## src/rtl/rst_seq_pkg.sv

```systemverilog
// Purpose: Constants for reset sequencing and asynchronous input qualification
// Assumes: System clock at 200 MHz
// Notes:   Times are kept in their printed unit; cycle counts derive from them
// Behaviour
// [RULE1] Every pin except the asynchronous request, flag and timer pins is sampled and driven on system clock edges.
// [RULE2] Interrupt, DMA-request and flag inputs are synchronized inside and must each stay low and high for at least 2 clock periods.
// [RULE3] The timer-expired output is driven low for at least 4 clock periods and is a strap input held low during reset.
// [RULE4] The core clock period is the system clock period divided by the strapped clock ratio; the code makes it ratio times the clk period.
// [RULE5] At power-up external reset stays asserted until 2 ms after supplies, clock and straps are stable.
// [RULE6] Test reset is asserted for at least 100 clock periods during power-up reset before external reset is released.
// [RULE7] A normal reset holds external reset asserted for at least 2 ms.
// [RULE8] Straps are stable at least 1.5 ms before external reset is released.
// [RULE9] Reset-out is released no sooner than 1.5 ms after external reset is deasserted.
// [RULE10] Reset-out follows external reset while it is asserted and the delay counts clock cycles from its release.
package rst_seq_pkg;

  // ****************************************
  // Timing
  // ****************************************
  localparam int          CLK_PERIOD_PS       = 5000;
  localparam int          RST_OUT_DELAY_US    = 1500;
  localparam int          RST_OUT_DELAY_CYC   =
    (RST_OUT_DELAY_US * 1000000 + CLK_PERIOD_PS - 1) / CLK_PERIOD_PS;
  localparam int          ASYNC_MIN_PULSE_CYC = 2;
  localparam int          TMR_LOW_MIN_CYC     = 4;
  localparam int          SYNC_STAGES         = 2;

  // ****************************************
  // Reset values
  // ****************************************
  localparam logic [2:0]  RATIO_RESET         = 3'h0;
  localparam logic        TMR_STRAP_RESET     = 1'h0;

endpackage : rst_seq_pkg

```

## src/rtl/rst_seq.sv

```systemverilog
// Purpose: Reset-out delay, strap capture, async input sync, timer pulse stretch
// Assumes: ext_rst_n and all strap/async pins are asynchronous to clk
// Notes:   Core clock is a strobe of one clk cycle every ratio cycles
module rst_seq
  import rst_seq_pkg::*;
#(
  parameter int N_LINES   = 4,
  parameter int DELAY_CYC = RST_OUT_DELAY_CYC
) (
  // Clock and reset
  input  wire logic               clk,
  input  wire logic               sys_rst,
  // External reset and reset-out
  input  wire logic               ext_rst_n,
  output logic                    rst_out_n,
  // Straps
  input  wire logic [2:0]         core_clock_ratio_strap,
  output logic [2:0]              core_clock_ratio,
  output logic                    timer0_strap,
  // Core clock strobe
  output logic                    core_clock,
  // Asynchronous inputs, active low requests
  input  wire logic [N_LINES-1:0] interrupt_request_lines_n,
  input  wire logic [N_LINES-1:0] dma_request_lines_n,
  input  wire logic [N_LINES-1:0] general_flag_inputs,
  output logic [N_LINES-1:0]      irq_sync_n,
  output logic [N_LINES-1:0]      dmar_sync_n,
  output logic [N_LINES-1:0]      flag_sync,
  // Timer expired
  input  wire logic               timer0_expired_evt,
  input  wire logic               timer0_expired_in,
  output logic                    timer0_expired_out,
  output logic                    timer0_expired_oe
);

  // ****************************************
  // Synchronisers
  // ****************************************
  localparam int W         = 3 * N_LINES + 4 + 1;
  localparam int TMR_POS   = 0;
  localparam int RATIO_LSB = 1;
  localparam int EXT_POS   = 4;
  localparam int FLAG_LSB  = 5;
  localparam int DMA_LSB   = FLAG_LSB + N_LINES;
  localparam int IRQ_LSB   = DMA_LSB + N_LINES;

  // Idle pattern after reset: requests released, external reset still seen low,
  // so no false request or early release follows sys_rst
  localparam logic [W-1:0] SYNC_IDLE = {{(2 * N_LINES){1'b1}}, {N_LINES{1'b0}},
                                        1'b0, RATIO_RESET, TMR_STRAP_RESET};

  logic [W-1:0] pin_w;
  logic [W-1:0] stage_r [SYNC_STAGES];
  logic [W-1:0] sync_r;
  logic         ext_rst_s;
  logic [2:0]   ratio_s;
  logic         tmr_s;

  // Picks one group of lines out of the synchronised word
  function automatic logic [N_LINES-1:0] group_at(input logic [W-1:0] v, input int lsb);
    group_at = v[lsb +: N_LINES];
  endfunction : group_at

  assign pin_w = {interrupt_request_lines_n, dma_request_lines_n, general_flag_inputs,
                  ext_rst_n, core_clock_ratio_strap, timer0_expired_in};

  // Only the last stage is read by logic
  always_ff @(posedge clk) begin
    if (sys_rst) begin
      for (int s = 0; s < SYNC_STAGES; s++) begin
        stage_r[s] <= SYNC_IDLE;
      end
    end else begin
      stage_r[0] <= pin_w;                             // see [RULE2]
      for (int s = 1; s < SYNC_STAGES; s++) begin
        stage_r[s] <= stage_r[s-1];
      end
    end
  end

  assign sync_r    = stage_r[SYNC_STAGES-1];
  assign ext_rst_s = ~sync_r[EXT_POS];
  assign ratio_s   = sync_r[RATIO_LSB +: 3];
  assign tmr_s     = sync_r[TMR_POS];

  always_ff @(posedge clk) begin
    if (sys_rst) begin
      irq_sync_n  <= '1;
      dmar_sync_n <= '1;
      flag_sync   <= '0;
    end else begin
      irq_sync_n  <= group_at(sync_r, IRQ_LSB);        // see [RULE1]
      dmar_sync_n <= group_at(sync_r, DMA_LSB);
      flag_sync   <= group_at(sync_r, FLAG_LSB);
    end
  end

  // ****************************************
  // Reset-out delay
  // ****************************************
  localparam int            CW       = $clog2(DELAY_CYC + 1);
  localparam logic [CW-1:0] DLY_LAST = CW'(DELAY_CYC - 1);

  logic [CW-1:0] dly_r;
  logic          in_rst_r;
  logic          dly_done;

  // Last counted cycle of the release delay
  assign dly_done = in_rst_r && (dly_r == DLY_LAST);

  // Counter restarts on every sight of external reset
  always_ff @(posedge clk) begin
    if (sys_rst || ext_rst_s) begin
      dly_r <= '0;                                     // see [RULE10]
    end else if (in_rst_r) begin
      dly_r <= dly_r + CW'(1);
    end
  end

  always_ff @(posedge clk) begin
    if (sys_rst || ext_rst_s) begin
      in_rst_r <= 1'b1;
    end else if (dly_done) begin
      in_rst_r <= 1'b0;
    end
  end

  // Reset-out stays low as long as external reset is seen
  always_ff @(posedge clk) begin
    if (sys_rst || ext_rst_s) begin
      rst_out_n <= 1'b0;                               // see [RULE10]
    end else if (dly_done) begin
      rst_out_n <= 1'b1;                               // see [RULE9]
    end
  end

  // ****************************************
  // Strap capture while in reset
  // ****************************************
  // Straps are followed every cycle in reset and frozen at release
  always_ff @(posedge clk) begin
    if (sys_rst) begin
      core_clock_ratio <= RATIO_RESET;
    end else if (in_rst_r) begin
      core_clock_ratio <= ratio_s;                     // see [RULE4]
    end
  end

  // Timer pin reads low here through the pad pull-down
  always_ff @(posedge clk) begin
    if (sys_rst) begin
      timer0_strap <= TMR_STRAP_RESET;
    end else if (in_rst_r) begin
      timer0_strap <= tmr_s;                           // see [RULE3]
    end
  end

  // ****************************************
  // Core clock strobe
  // ****************************************
  logic [2:0] div_r;
  logic [2:0] ratio_last;
  logic       div_wrap;

  // Ratio 0 is taken as 1: a strobe every cycle
  assign ratio_last = (core_clock_ratio == 3'h0) ? 3'h0 : core_clock_ratio - 3'h1;
  assign div_wrap   = (div_r >= ratio_last);

  always_ff @(posedge clk) begin
    if (sys_rst || in_rst_r) begin
      div_r <= '0;
    end else if (div_wrap) begin
      div_r <= '0;                                     // see [RULE4]
    end else begin
      div_r <= div_r + 3'h1;
    end
  end

  // Strobe stays quiet while the core is held in reset
  always_ff @(posedge clk) begin
    if (sys_rst || in_rst_r) begin
      core_clock <= 1'b0;
    end else begin
      core_clock <= div_wrap;                          // see [RULE4]
    end
  end

  // ****************************************
  // Timer expired pulse, active low
  // ****************************************
  logic [2:0] tmr_cnt_r;
  logic       tmr_hold;

  // A new event restarts the count, so the low time only grows
  assign tmr_hold = (tmr_cnt_r != 3'h0);

  always_ff @(posedge clk) begin
    if (sys_rst || in_rst_r) begin
      tmr_cnt_r <= '0;
    end else if (timer0_expired_evt) begin
      tmr_cnt_r <= 3'(TMR_LOW_MIN_CYC - 1);            // see [RULE3]
    end else if (tmr_hold) begin
      tmr_cnt_r <= tmr_cnt_r - 3'h1;
    end
  end

  always_ff @(posedge clk) begin
    if (sys_rst || in_rst_r) begin
      timer0_expired_out <= 1'b1;
    end else if (timer0_expired_evt) begin
      timer0_expired_out <= 1'b0;                      // see [RULE3]
    end else if (!tmr_hold) begin
      timer0_expired_out <= 1'b1;
    end
  end

  // Pin is released in reset so it can serve as a strap
  always_ff @(posedge clk) begin
    if (sys_rst || in_rst_r) begin
      timer0_expired_oe <= 1'b0;                       // see [RULE3]
    end else if (timer0_expired_evt) begin
      timer0_expired_oe <= 1'b1;
    end else if (!tmr_hold) begin
      timer0_expired_oe <= 1'b0;
    end
  end

endmodule : rst_seq

```

## config.mk

```make
export PLATFORM = sky130hd
export DESIGN_NAME = rst_seq
export DESIGN_NICKNAME = d
export VERILOG_FILES = /design/src/rtl/rst_seq_pkg.sv /design/src/rtl/rst_seq.sv
export SDC_FILE = /design/constraint.sdc
export NUM_CORES = 1
export LEC_CHECK = 0
export BUFFER_PORTS_ARGS = -buffer_cell sky130_fd_sc_hd__buf_4
export CAP_MARGIN = 30
export CORE_ASPECT_RATIO = 1.2
export CORE_MARGIN = 1
export CORE_UTILIZATION = 60
export CTS_CLUSTER_DIAMETER = 100
export DETAILED_ROUTE_END_ITERATION = 10
export GPL_ROUTABILITY_DRIVEN = 0
export PLACE_DENSITY_LB_ADDON = 0.2
export SYNTH_ARGS = -nofsm -noshare
export SYNTH_HDL_FRONTEND = slang
export SYNTH_SLANG_ARGS = --single-unit
```

## constraint.sdc

```tcl
create_clock -name clk -period 4.3 [get_ports clk]
set_clock_uncertainty 0.1 [all_clocks]
set_input_delay 0.215 -clock clk [delete_from_list [all_inputs] [get_ports clk]]
set_output_delay 0.215 -clock clk [all_outputs]
set_load 0.02 [all_outputs]
```

==> summary.md, run 1 <==
| Metric | Value |
|---|---|
| Share of the synthesized area in the top cell type | `0.569` |
| CTS tree | `done` |
| Clock slew at reported path FFs | `0.08 ns` |
| DP Area | `0.00314 mm2` |
| Worst reg2reg setup slack | `2.14 ns` |
| Startpoint types | `register` |
| Max-cap viol count | `0` |
| YS warnings | `0` |
| Die W | `64.5 um` |
| Vias in the first global route | `1,931` |
| Post-route ant nets | `0` |
| Leading area contributor after synthesis | `dfxtp_1` |
| PortBufs | `39` |
| P&R area growth vs syn | `25.4%` |
| Ys async rst share | `0` |
| R2R cell count | `9` |
| Flop pwr share | `0.545` |
| Root buffer cell | `clkbuf_8` |
| DR vias | `1,956` |
| # DRC | `0` |
| VDD IR max | `338 uV` |
| Top sig layer | `met4` |
| Synth Flop Type | `dfxtp_1` |
| Total CTS buffers | `9` |
| Final setup fails | `0` |
| Syn Area/Cell | `10.3 um2` |
| Pleak | `1.40 nW` |
| Met3 wire length | `172 um` |
| Fillcell total | `273` |
| Setup TNS | `0 ns` |
| R2R Path End | `div_r[2]$_SDFF_PP0_` |
| Post-CTS sizing | `0` |
| Commonest non-fill, non-tap cell in the layout | `dfxtp_1` |
| Post-DR vias/cell | `4.99` |
| Slew Limit Headroom | `0.468` |
| Met1 WL | `2160 um` |
| Register area share after synthesis | `0.569` |
| Switch Pwr | `0.300 mW` |
| Peak fanout along the critical path | `5` |
| Final Non-Filler Cells | `392` |
| I/O Pins | `40` |
| Min-delay src | `sys_rst` |
| RSZ-0062 raised after global routing | `false` |
| Die H | `77.1 um` |
| Share of post-route cells with drive strength above 1 | `0.256` |
| Data required time at the worst endpoint | `4.49 ns` |
| DR iter-0 viols | `81` |
| Fin area | `0.00353 mm2` |
| Total Routing Usage GR | `0.219` |
| Worst reg2reg path startpoint | `core_clock_ratio[0]$_SDFFE_PP0P_` |
| Row Count | `26` |
| Pwr/cell area | `397 mW/mm2` |
| Post-synth net total | `303` |
| Drt total wl | `4850 um` |
| Period minus WS final | `2.16 ns` |
| Clock sink count | `80` |
| Drt first pass iters | `4` |
| Final core occ | `0.804` |
| Total internal power | `1.10 mW` |
| Core ar. | `0.00439 mm2` |
| Initial antenna violation count | `0` |
| Synth Instances | `274` |
| H-tree levels | `3` |
| DP Worst Slack | `2.14 ns` |
| Nets@finish | `360` |
| Min-Delay Path Class | `in -> reg` |
| Cell variety after synth | `37` |
| Final HPWL DP | `2730 um` |
| #FFs+latches synth | `80` |
| Clk network pwr share | `0.408` |
| N_diodes | `0` |
| Total grt overflow | `0` |
| Max frequency | `0.463 GHz` |
| Run status | `finished, final reports clean` |
| Final Hold Fails | `0` |
| Crit path capture type | `register` |
| Hold Crit Endpoint | `core_clock_ratio[1]$_SDFFE_PP0P_` |
| CP Data Arrival Time | `2.35 ns` |
| Crit path kind | `reg -> reg` |
| Post-synth EDFFs | `0` |
| Clock insertion delay at the later pin of the skew report | `0.35 ns` |
| Post-route clock period utilization | `0.503` |
| First-pass GRT wire length | `8140 um` |
| Mapped cell area | `0.00282 mm2` |
| Hold path depth | `2` |
| Largest net degree at the start of global routing | `57` |
| Most frequent cells in the layout | `80 x dfxtp_1, 39 x buf_4, 25 x nor2_1, 25 x or2_2, 23 x nor2b_1` |
| Sw Ratio | `0.214` |
| Post-Place Cells | `358` |
| Clock buffer depth | `2` |
| DIE AREA | `0.00497 mm2` |
| Dominant cells by area after synthesis | `dfxtp_1 57%, or2_2 5.6%, nor2b_1 5.1%` |
| Least-Margin Pin Slew | `0.797 ns` |
| WL per Instance | `12.4 um` |
| Combinational share of power | `0.047` |
| Total Power | `1.40 mW` |
| Max-slew violations | `0` |
| Fin Hold WS | `0.196 ns` |
| Metal2 WL | `2400 um` |
| Initial Utilization | `0.641` |
| Post-layout worst setup margin | `2.14 ns` |
## routing by layer
| metal | vias to the layer above | GRT usage |
|---|---|---|
| met2 | 37 | 0.369 |
| li1 | 1022 | - |
| met1 | 887 | 0.238 |
| met4 | 0 | 0.0933 |
| met3 | 10 | 0.0908 |
| met5 | - | 0 |
## cell usage after synthesis (2+ instances only)
library cell,count
nand3_1,5
and3_1,2
nand2_1,7
nor3_1,4
mux2i_1,6
a21oi_1,11
or4b_1,2
ha_1,9
xnor2_1,11
dfxtp_1,80
nor2b_1,23
o21ai_0,4
inv_1,11
xor2_1,3
o21a_1,2
nor2_1,25
clkbuf_1,10
nor4_1,7
or2_2,25
or3_1,2
nand2b_1,3
a31o_2,2
nand4_1,6
## how the worst max path moves through the flow
stage / from / endpoint / slack (ns) / cells past startpoint
floorplan: core_clock_ratio[0]$_SDFFE_PP0P_ / div_r[2]$_SDFF_PP0_ / 2.14 / 9
global route: in_rst_r$_SDFFE_PP1P_ / dly_r[18]$_SDFFE_PP0P_ / 1.93 / 4
global placement: in_rst_r$_SDFFE_PP1P_ / dly_r[16]$_SDFFE_PP0P_ / 2.18 / 4
CTS: core_clock_ratio[0]$_SDFFE_PP0P_ / div_r[2]$_SDFF_PP0_ / 2.12 / 9
detailed placement: core_clock_ratio[0]$_SDFFE_PP0P_ / div_r[2]$_SDFF_PP0_ / 2.14 / 9
finish: core_clock_ratio[0]$_SDFFE_PP0P_ / div_r[2]$_SDFF_PP0_ / 2.14 / 9
## power groups by stage
stage	combinational (mW)	clock [mW]	sequential [mW]
final	0.0657	0.572	0.765
after global routing	0.0721	0.616	0.766
after CTS	0.0644	0.584	0.764
after detailed placement	0.0520	0	0.781
after global placement	0.0504	0	0.781
after floorplan	0.0246	0	0.785
## flip-flops by register name, summed over array words and instances, names as in the netlist
| name | cells |
|---|---|
| stage_r | 34 |
| in_rst_r | 1 |
| div_r | 3 |
| rst_out_n | 1 |
| dly_r | 19 |
| dmar_sync_n | 4 |
| timer0_strap | 1 |
| tmr_cnt_r | 3 |
| irq_sync_n | 4 |
| core_clock_ratio | 3 |
| timer0_expired_oe | 1 |
| core_clock | 1 |
| flag_sync | 4 |
| timer0_expired_out | 1 |
## critical path, stage by stage, from the launching register on
cell and delay [ns]:
dfxtp_1 0.34, or2_2 0.32, inv_1 0.08, ha_1 0.14
nor2_1 0.04, ha_1 0.26, nand2b_1 0.14, a21o_1 0.18
a2111o_1 0.42, nor2_1 0.11
## kinds of logic after synthesis
| logic type | share of synthesized area |
|---|---|
| adders and majority gates | 0.0400 |
| xor gates and xnor gates | 0.0435 |
| buffers and inverters | 0.0293 |
| muxes | 0.0213 |
| and+or+nand+nor | 0.247 |
| AOI/OAI and AO/OA | 0.0498 |
| DFF | 0.569 |
## what timing repair did
action	in CTS	in global routing
buffers inserted	0	0
endpoints found under the hold margin	20	1
hold buffers	17	1
## cell type report
class                   instances  area, um2  share of cell area
clock buffers                  11        151              0.0429
clock inverters                 5       61.3              0.0174
inverters                      11       41.3              0.0117
multi-input cells             172       1130               0.321
flip-flops and latches         80       1600               0.454
well taps                      56       70.1              0.0198
repair buffers                 57        473               0.134
Note: power is estimated with default switching activity, not from simulation.
==> run 2: changes to the inputs <==
--- a/config.mk
+++ b/config.mk
@@ -5,11 +5,12 @@
 export SDC_FILE = /design/constraint.sdc
 export NUM_CORES = 1
 export LEC_CHECK = 0
+export ABC_AREA = 1
 export BUFFER_PORTS_ARGS = -buffer_cell sky130_fd_sc_hd__buf_4
 export CAP_MARGIN = 30
 export CORE_ASPECT_RATIO = 1.2
 export CORE_MARGIN = 1
-export CORE_UTILIZATION = 60
+export CORE_UTILIZATION = 56
 export CTS_CLUSTER_DIAMETER = 100
 export DETAILED_ROUTE_END_ITERATION = 10
 export GPL_ROUTABILITY_DRIVEN = 0
==> constraint.sdc (replaced) <==
create_clock -name clk -period 2.2 [get_ports clk]
set_clock_uncertainty 0.1 [all_clocks]
set_input_delay 0.11 -clock clk [delete_from_list [all_inputs] [get_ports clk]]
set_output_delay 0.11 -clock clk [all_outputs]
set_load 0.02 [all_outputs]
==> run 2 against run 1 <==
Effect of this change: sequential power grew 95%; final area grew 3.9%; area after synthesis grew 5.2%; clock power grew 77%; combinational power grew 110%; first-iteration DRC count shrank 4.9%; highest routed layer unchanged.
==> summary.md, run 2 <==
| Metric | Value |
|---|---|
| Run status | `finished, final reports clean` |
| Crit path capture type | `register` |
| Post-route clock period utilization | `0.792` |
| Syn Area/Cell | `8.18 um2` |
| Sw Ratio | `0.237` |
| Fin Hold WS | `0.0610 ns` |
| Nets@finish | `452` |
| Post-DR vias/cell | `4.74` |
| Largest net degree at the start of global routing | `51` |
| Share of post-route cells with drive strength above 1 | `0.229` |
| Cell variety after synth | `30` |
| Register area share after synthesis | `0.541` |
| Post-layout worst setup margin | `0.458 ns` |
| Initial Utilization | `0.591` |
| Drt total wl | `5230 um` |
| Switch Pwr | `0.624 mW` |
| DR iter-0 viols | `77` |
| Total grt overflow | `0` |
| DP Area | `0.00330 mm2` |
| Clk network pwr share | `0.382` |
| Commonest cells in the synthesized netlist | `80 x dfxtp_1, 64 x nor2_1, 52 x inv_1, 44 x nand2_1, 24 x or2_2` |
| Final Hold Fails | `0` |
| Largest Register | `stage_r` |
| Total CTS buffers | `9` |
| Pleak | `1.58 nW` |
| Fillcell total | `382` |
| H-tree levels | `3` |
| WL per Instance | `10.7 um` |
| Setup TNS | `0 ns` |
| Min-Delay Path Class | `in -> reg` |
| Total internal power | `2.01 mW` |
| Pwr/cell area | `719 mW/mm2` |
| Die W | `68.4 um` |
| Synth Flop Type | `dfxtp_1` |
| DP Worst Slack | `0.475 ns` |
| P&R area growth vs syn | `23.9%` |
| Clock sink count | `80` |
| Post-synth net total | `391` |
| Largest registers | `stage_r x34, dly_r x19` |
| Startpoint types | `register` |
| Ys async rst share | `0` |
| PortBufs | `39` |
| Combinational share of power | `0.052` |
| Post-route ant nets | `0` |
| DIE AREA | `0.00558 mm2` |
| Synth Instances | `362` |
| Final Non-Filler Cells | `488` |
| Leading area contributor after synthesis | `dfxtp_1` |
| Root buffer cell | `clkbuf_8` |
| #FFs+latches synth | `80` |
| Least-Margin Pin Slew | `0.470 ns` |
| Max-cap viol count | `0` |
| Clock buffer depth | `2` |
| Peak fanout along the critical path | `5` |
| Dominant cells by area after synthesis | `dfxtp_1 54%, nor2_1 8.1%, inv_1 6.6%` |
| Post-synth EDFFs | `0` |
| CP Data Arrival Time | `1.93 ns` |
| Fin area | `0.00367 mm2` |
| Total Routing Usage GR | `0.213` |
| Row Count | `28` |
| Top-count cell post-synth | `dfxtp_1` |
| Final HPWL DP | `3360 um` |
| YS warnings | `0` |
| Slew Limit Headroom | `0.687` |
| CTS tree | `done` |
| Vias in the first global route | `2,187` |
| RSZ-0062 raised after global routing | `false` |
| Max frequency | `0.574 GHz` |
| Mapped cell area | `0.00296 mm2` |
| Max-slew violations | `0` |
| VDD IR max | `666 uV` |
| Crit path kind | `reg -> reg` |
| Data required time at the worst endpoint | `2.39 ns` |
| Clock slew at reported path FFs | `0.09 ns` |
| Most frequent cells in the layout | `80 x dfxtp_1, 64 x nor2_1, 52 x inv_1` |
| First-pass GRT wire length | `8740 um` |
| # DRC | `0` |
| Final setup fails | `0` |
| Initial antenna violation count | `0` |
| DR vias | `2,311` |
| N_diodes | `0` |
| Flop pwr share | `0.567` |
| I/O Pins | `40` |
| Period minus WS final | `1.74 ns` |
| Share of the synthesized area in the top cell type | `0.541` |
| Clock insertion delay at the later pin of the skew report | `0.35 ns` |
| Commonest non-fill, non-tap cell in the layout | `dfxtp_1` |
| Post-Place Cells | `454` |
| Max FFs per register | `34` |
| Core ar. | `0.00501 mm2` |
| Die H | `81.7 um` |
| Post-CTS sizing | `0` |
| Drt first pass iters | `4` |
## run 2: changes by cell type in the layout (fill, tap and decap cells not counted), moves of 8 or more
cell	previous run	this run
inv_1	11	52
nor2_1	25	64
nand2_1	7	44
nor2b_1	23	0
nand3_1	5	17
xnor2_1	11	3
## run 2: path summary, 6_finish.rpt
check                                    from                         to  slack [ns]  depth (start not counted)
max reg2reg  core_clock_ratio[0]$_SDFFE_PP0P_        div_r[0]$_SDFF_PP0_        0.46                          9
max          core_clock_ratio[0]$_SDFFE_PP0P_        div_r[0]$_SDFF_PP0_        0.46                          9
min                                   sys_rst   stage_r[0][4]$_SDFF_PP0_        0.06                          2
min reg2reg          stage_r[0][2]$_SDFF_PP0_  stage_r[0][19]$_SDFF_PP0_        0.30                          2
## run 2: cell type report
class                           instances  area, um2  share of cell area
Clock inverter                          6       51.3              0.0140
Timing Repair Buffer                   59        488               0.133
Inverter                               61        229              0.0624
Tap cell                               60       75.1              0.0205
Clock buffer                           10        138              0.0375
Sequential cell                        80       1600               0.436
Multi-Input combinational cell        212       1090               0.296
## run 2: what timing repair did
item | 4_1_cts | 5_1_grt
hold endpoints to repair | 20 | 0
buffers inserted | 0 | 0
hold buffers | 18 | 0
## run 2: cells by family after synthesis
kind of cell	after synthesis	share of synthesized area
AOI/OAI and AO/OA	32	0.0558
xor gates and xnor gates	4	0.0118
adders and majority gates	9	0.0380
buffers and inverters	70	0.0921
DFF	80	0.541
and+or+nand+nor	167	0.262
## run 2: critical path, stage by stage (launching register included)
cell	delay (ns)
dfxtp_1	0.42
nor2_1	0.09
ha_1	0.18
nor2_1	0.08
ha_1	0.23
o21ai_0	0.16
nand2_1	0.07
a21oi_1	0.16
nand2_1	0.10
nor2_1	0.10
## run 2: layer usage
| layer | global-route usage | vias up | share of wire |
|---|---|---|---|
| met5 | 0 | - | 0 |
| met4 | 0.115 | 0 | 0.022 |
| met3 | 0.0500 | 9 | 0.035 |
| met2 | 0.379 | 34 | 0.50 |
| met1 | 0.225 | 1051 | 0.44 |
| li1 | - | 1217 | - |
## run 2: power groups by stage
stage / Combinational, mW / Clock [mW] / Sequential, mW
2_1_floorplan: 0.0529 / 0 / 1.54
3_3_place_gp: 0.105 / 0 / 1.53
3_5_place_dp: 0.108 / 0 / 1.53
4_1_cts: 0.134 / 1.03 / 1.49
5_1_grt: 0.151 / 1.09 / 1.50
6_report: 0.136 / 1.01 / 1.49
## run 2: through the flow
stage / power [mW] / util
6_report: 2.64 / 0.733
5_1_grt: 2.74 / 0.733
4_1_cts: 2.65 / 0.733
3_5_place_dp: 1.64 / 0.659
3_3_place_gp: 1.63 / 0.659
2_1_floorplan: 1.59 / -
==> run 3: changes to the inputs <==
--- a/config.mk
+++ b/config.mk
@@ -10,7 +10,7 @@
 export CAP_MARGIN = 30
 export CORE_ASPECT_RATIO = 1.2
 export CORE_MARGIN = 1
-export CORE_UTILIZATION = 56
+export CORE_UTILIZATION = 51
 export CTS_CLUSTER_DIAMETER = 100
 export DETAILED_ROUTE_END_ITERATION = 10
 export GPL_ROUTABILITY_DRIVEN = 0
==> constraint.sdc (replaced) <==
create_clock -name clk -period 1.5 [get_ports clk]
set_clock_uncertainty 0.1 [all_clocks]
set_input_delay 0.075 -clock clk [delete_from_list [all_inputs] [get_ports clk]]
set_output_delay 0.075 -clock clk [all_outputs]
set_load 0.02 [all_outputs]
==> run 3 against run 2 <==
Effect of this change: the run now ends with setup timing left; flip-flop and latch count stayed put; count of clock-buffer cells in the layout unchanged; routed wire length shrank 0.13%; utilization shrank 3.9 points; final area grew 6.4%; via count grew 3.0%.
==> summary.md, run 3 (same netlist as run 2, synthesis figures left out) <==
| Metric | Value |
|---|---|
| Metal2 WL | `2650 um` |
| Drt total wl | `5230 um` |
| Met3 wire length | `211 um` |
| First-pass GRT wire length | `9230 um` |
| Peak fanout along the critical path | `2` |
| Row Count | `30` |
| Root buffer cell | `clkbuf_8` |
| Crit path kind | `reg -> reg` |
| Cell breakdown of the critical path | `nor2_4, ha_1, nor2_1, ha_1, o21ai_1, nand2_1, a21oi_2, nand2b_1, inv_1` |
| Pwr/cell area | `1040 mW/mm2` |
| Post-layout worst setup margin | `-0.0901 ns` |
| N_diodes | `0` |
| Post-route clock period utilization | `1.06` |
| Switch Pwr | `0.914 mW` |
| Commonest non-fill, non-tap cell in the layout | `dfxtp_1` |
| Vias in the first global route | `2,233` |
| Drt first pass iters | `4` |
| Die H | `85.5 um` |
| Largest Register | `stage_r` |
| Largest net degree at the start of global routing | `25` |
| Total CTS buffers | `9` |
| Clock insertion delay at the later pin of the skew report | `0.35 ns` |
| Hold path depth | `2` |
| DR iter-0 viols | `78` |
| VDD IR max | `803 uV` |
| CP endpoint | `core_clock$_SDFF_PP0_` |
| Max-slew violations | `0` |
| H-tree levels | `3` |
| Slew Limit Headroom | `0.818` |
| Max frequency | `0.629 GHz` |
| CP Data Arrival Time | `1.74 ns` |
| # DRC | `0` |
| Core ar. | `0.00563 mm2` |
| DR vias | `2,381` |
| Combinational share of power | `0.057` |
| Final Hold Fails | `0` |
| Sw Ratio | `0.225` |
| Least-Margin Pin Slew | `0.272 ns` |
| Met1 WL | `2270 um` |
| Largest registers | `stage_r x34, dly_r x19` |
| Final setup fails | `4` |
| Clock sink count | `80` |
| Post-DR vias/cell | `4.65` |
| Slowest stage delay, CP | `0.36 ns` |
| Run status | `finished, violations left` |
| Most frequent cells in the layout | `77 x dfxtp_1, 62 x nor2_1, 50 x inv_1, 50 x buf_4, 44 x nand2_1` |
| DP Area | `0.00340 mm2` |
| Fillcell total | `427` |
| Worst reg2reg setup slack | `-0.09 ns` |
| Critical path origin | `core_clock_ratio[0]$_SDFFE_PP0P_` |
| R2R Path End | `core_clock$_SDFF_PP0_` |
| Flop pwr share | `0.538` |
| P&R area growth vs syn | `31.8%` |
| Initial antenna violation count | `0` |
| Max FFs per register | `34` |
| Clk network pwr share | `0.404` |
| CTS tree | `done` |
| Critical Path Stages | `9` |
| Bufs and invs on worst path | `1` |
| R2R cell count | `9` |
| DIE AREA | `0.00612 mm2` |
| RSZ-0062 raised after global routing | `true` |
| Total internal power | `3.15 mW` |
| WL per Instance | `10.2 um` |
| I/O Pins | `40` |
| Max-cap viol count | `0` |
| Total grt overflow | `0` |
| Crit path max-delay cell type | `dfxtp_4` |
| Failing checks | `setup timing` |
| Top sig layer | `met4` |
| Data required time at the worst endpoint | `1.65 ns` |
| Fin Hold WS | `0.300 ns` |
| Die W | `71.6 um` |
| Final HPWL DP | `3370 um` |
| Min-Delay Path Class | `reg -> reg` |
| Period minus WS final | `1.59 ns` |
| Crit path capture type | `register` |
| Startpoint types | `register` |
| Clock buffer depth | `2` |
| Initial Utilization | `0.526` |
| Critical path's most frequent cell | `ha_1` |
| Pleak | `1.69 nW` |
| Share of post-route cells with drive strength above 1 | `0.261` |
| DP Worst Slack | `-0.0933 ns` |
| Nets@finish | `472` |
| Worst reg2reg path startpoint | `core_clock_ratio[0]$_SDFFE_PP0P_` |
| PortBufs | `39` |
| Setup TNS | `-0.302 ns` |
| Fin area | `0.00390 mm2` |
| Post-route ant nets | `0` |
| Worst path top cell family by delay | `adder cells` |
| Total Routing Usage GR | `0.195` |
| Clock slew at reported path FFs | `0.09 ns` |
[run 3: cell count changes in the layout (fill, tap and decap cells not counted), sizes merged]
cell / change
inv: +1
clkinv: -3
dlygate4sd3: +10
clkinvlp: +2
buf: +9
bufinv: +1
[run 3: worst min-delay path by stage]
stage,from,to,slack (ns)
after floorplan,dma_request_lines_n[1],stage_r[0][10]$_SDFF_PP1_,0.08
after global placement,dma_request_lines_n[0],stage_r[0][9]$_SDFF_PP1_,0.16
after detailed placement,interrupt_request_lines_n[0],stage_r[0][13]$_SDFF_PP1_,0.16
after CTS,stage_r[0][1]$_SDFF_PP0_,stage_r[0][18]$_SDFF_PP0_,0.30
after global routing,stage_r[0][1]$_SDFF_PP0_,stage_r[0][18]$_SDFF_PP0_,0.31
final,stage_r[0][1]$_SDFF_PP0_,stage_r[0][18]$_SDFF_PP0_,0.30
[run 3: power by group through the flow]
stage / Combinational [mW] / Clock [mW] / Sequential, mW
after floorplan: 0.0794 / 0 / 2.25
after global placement: 0.168 / 0 / 2.23
after detailed placement: 0.172 / 0 / 2.24
after CTS: 0.229 / 1.69 / 2.19
after global routing: 0.259 / 1.79 / 2.19
final: 0.233 / 1.64 / 2.19
[run 3: final cells by class]
| type | count | area (um2) | share of cell area |
|---|---|---|---|
| clock buffer | 10 | 138 | 0.0353 |
| clock inverter | 6 | 72.6 | 0.0186 |
| inverter | 61 | 233 | 0.0596 |
| multi-input combinational | 212 | 1100 | 0.283 |
| sequential | 80 | 1610 | 0.413 |
| tap | 64 | 80.1 | 0.0205 |
| timing repair buffer | 78 | 656 | 0.168 |
| timing repair inverter | 1 | 7.51 | 0.00192 |
[run 3: per-layer routing]
layer  vias up  GRT usage
li1       1267          -
met1      1070      0.215
met2        34      0.342
met3        10     0.0618
met4         0     0.0856
met5         -          0
[run 3: through the flow]
step | instances | utilization | power [mW]
finish | 512 | 0.693 | 4.06
global route | 512 | 0.693 | 4.25
CTS | 511 | 0.690 | 4.11
detailed placement | 467 | 0.603 | 2.41
global placement | 467 | 0.603 | 2.40
floorplan | 362 | - | 2.33
[run 3: what timing repair did]
action	4_1_cts	5_1_grt
buffers inserted	0	0
resized for setup	0	4
gates cloned	0	1
hold buffers	28	0
hold endpoints to repair	27	0
setup endpoints to repair	4	9
pin swaps	1	0
[run 3: worst min-delay path: cells and delay by family (launching register included)]
family	cells	cell delay, ns
flops	1	0.30
simple gates	1	0.03
buf+inv	1	0.04
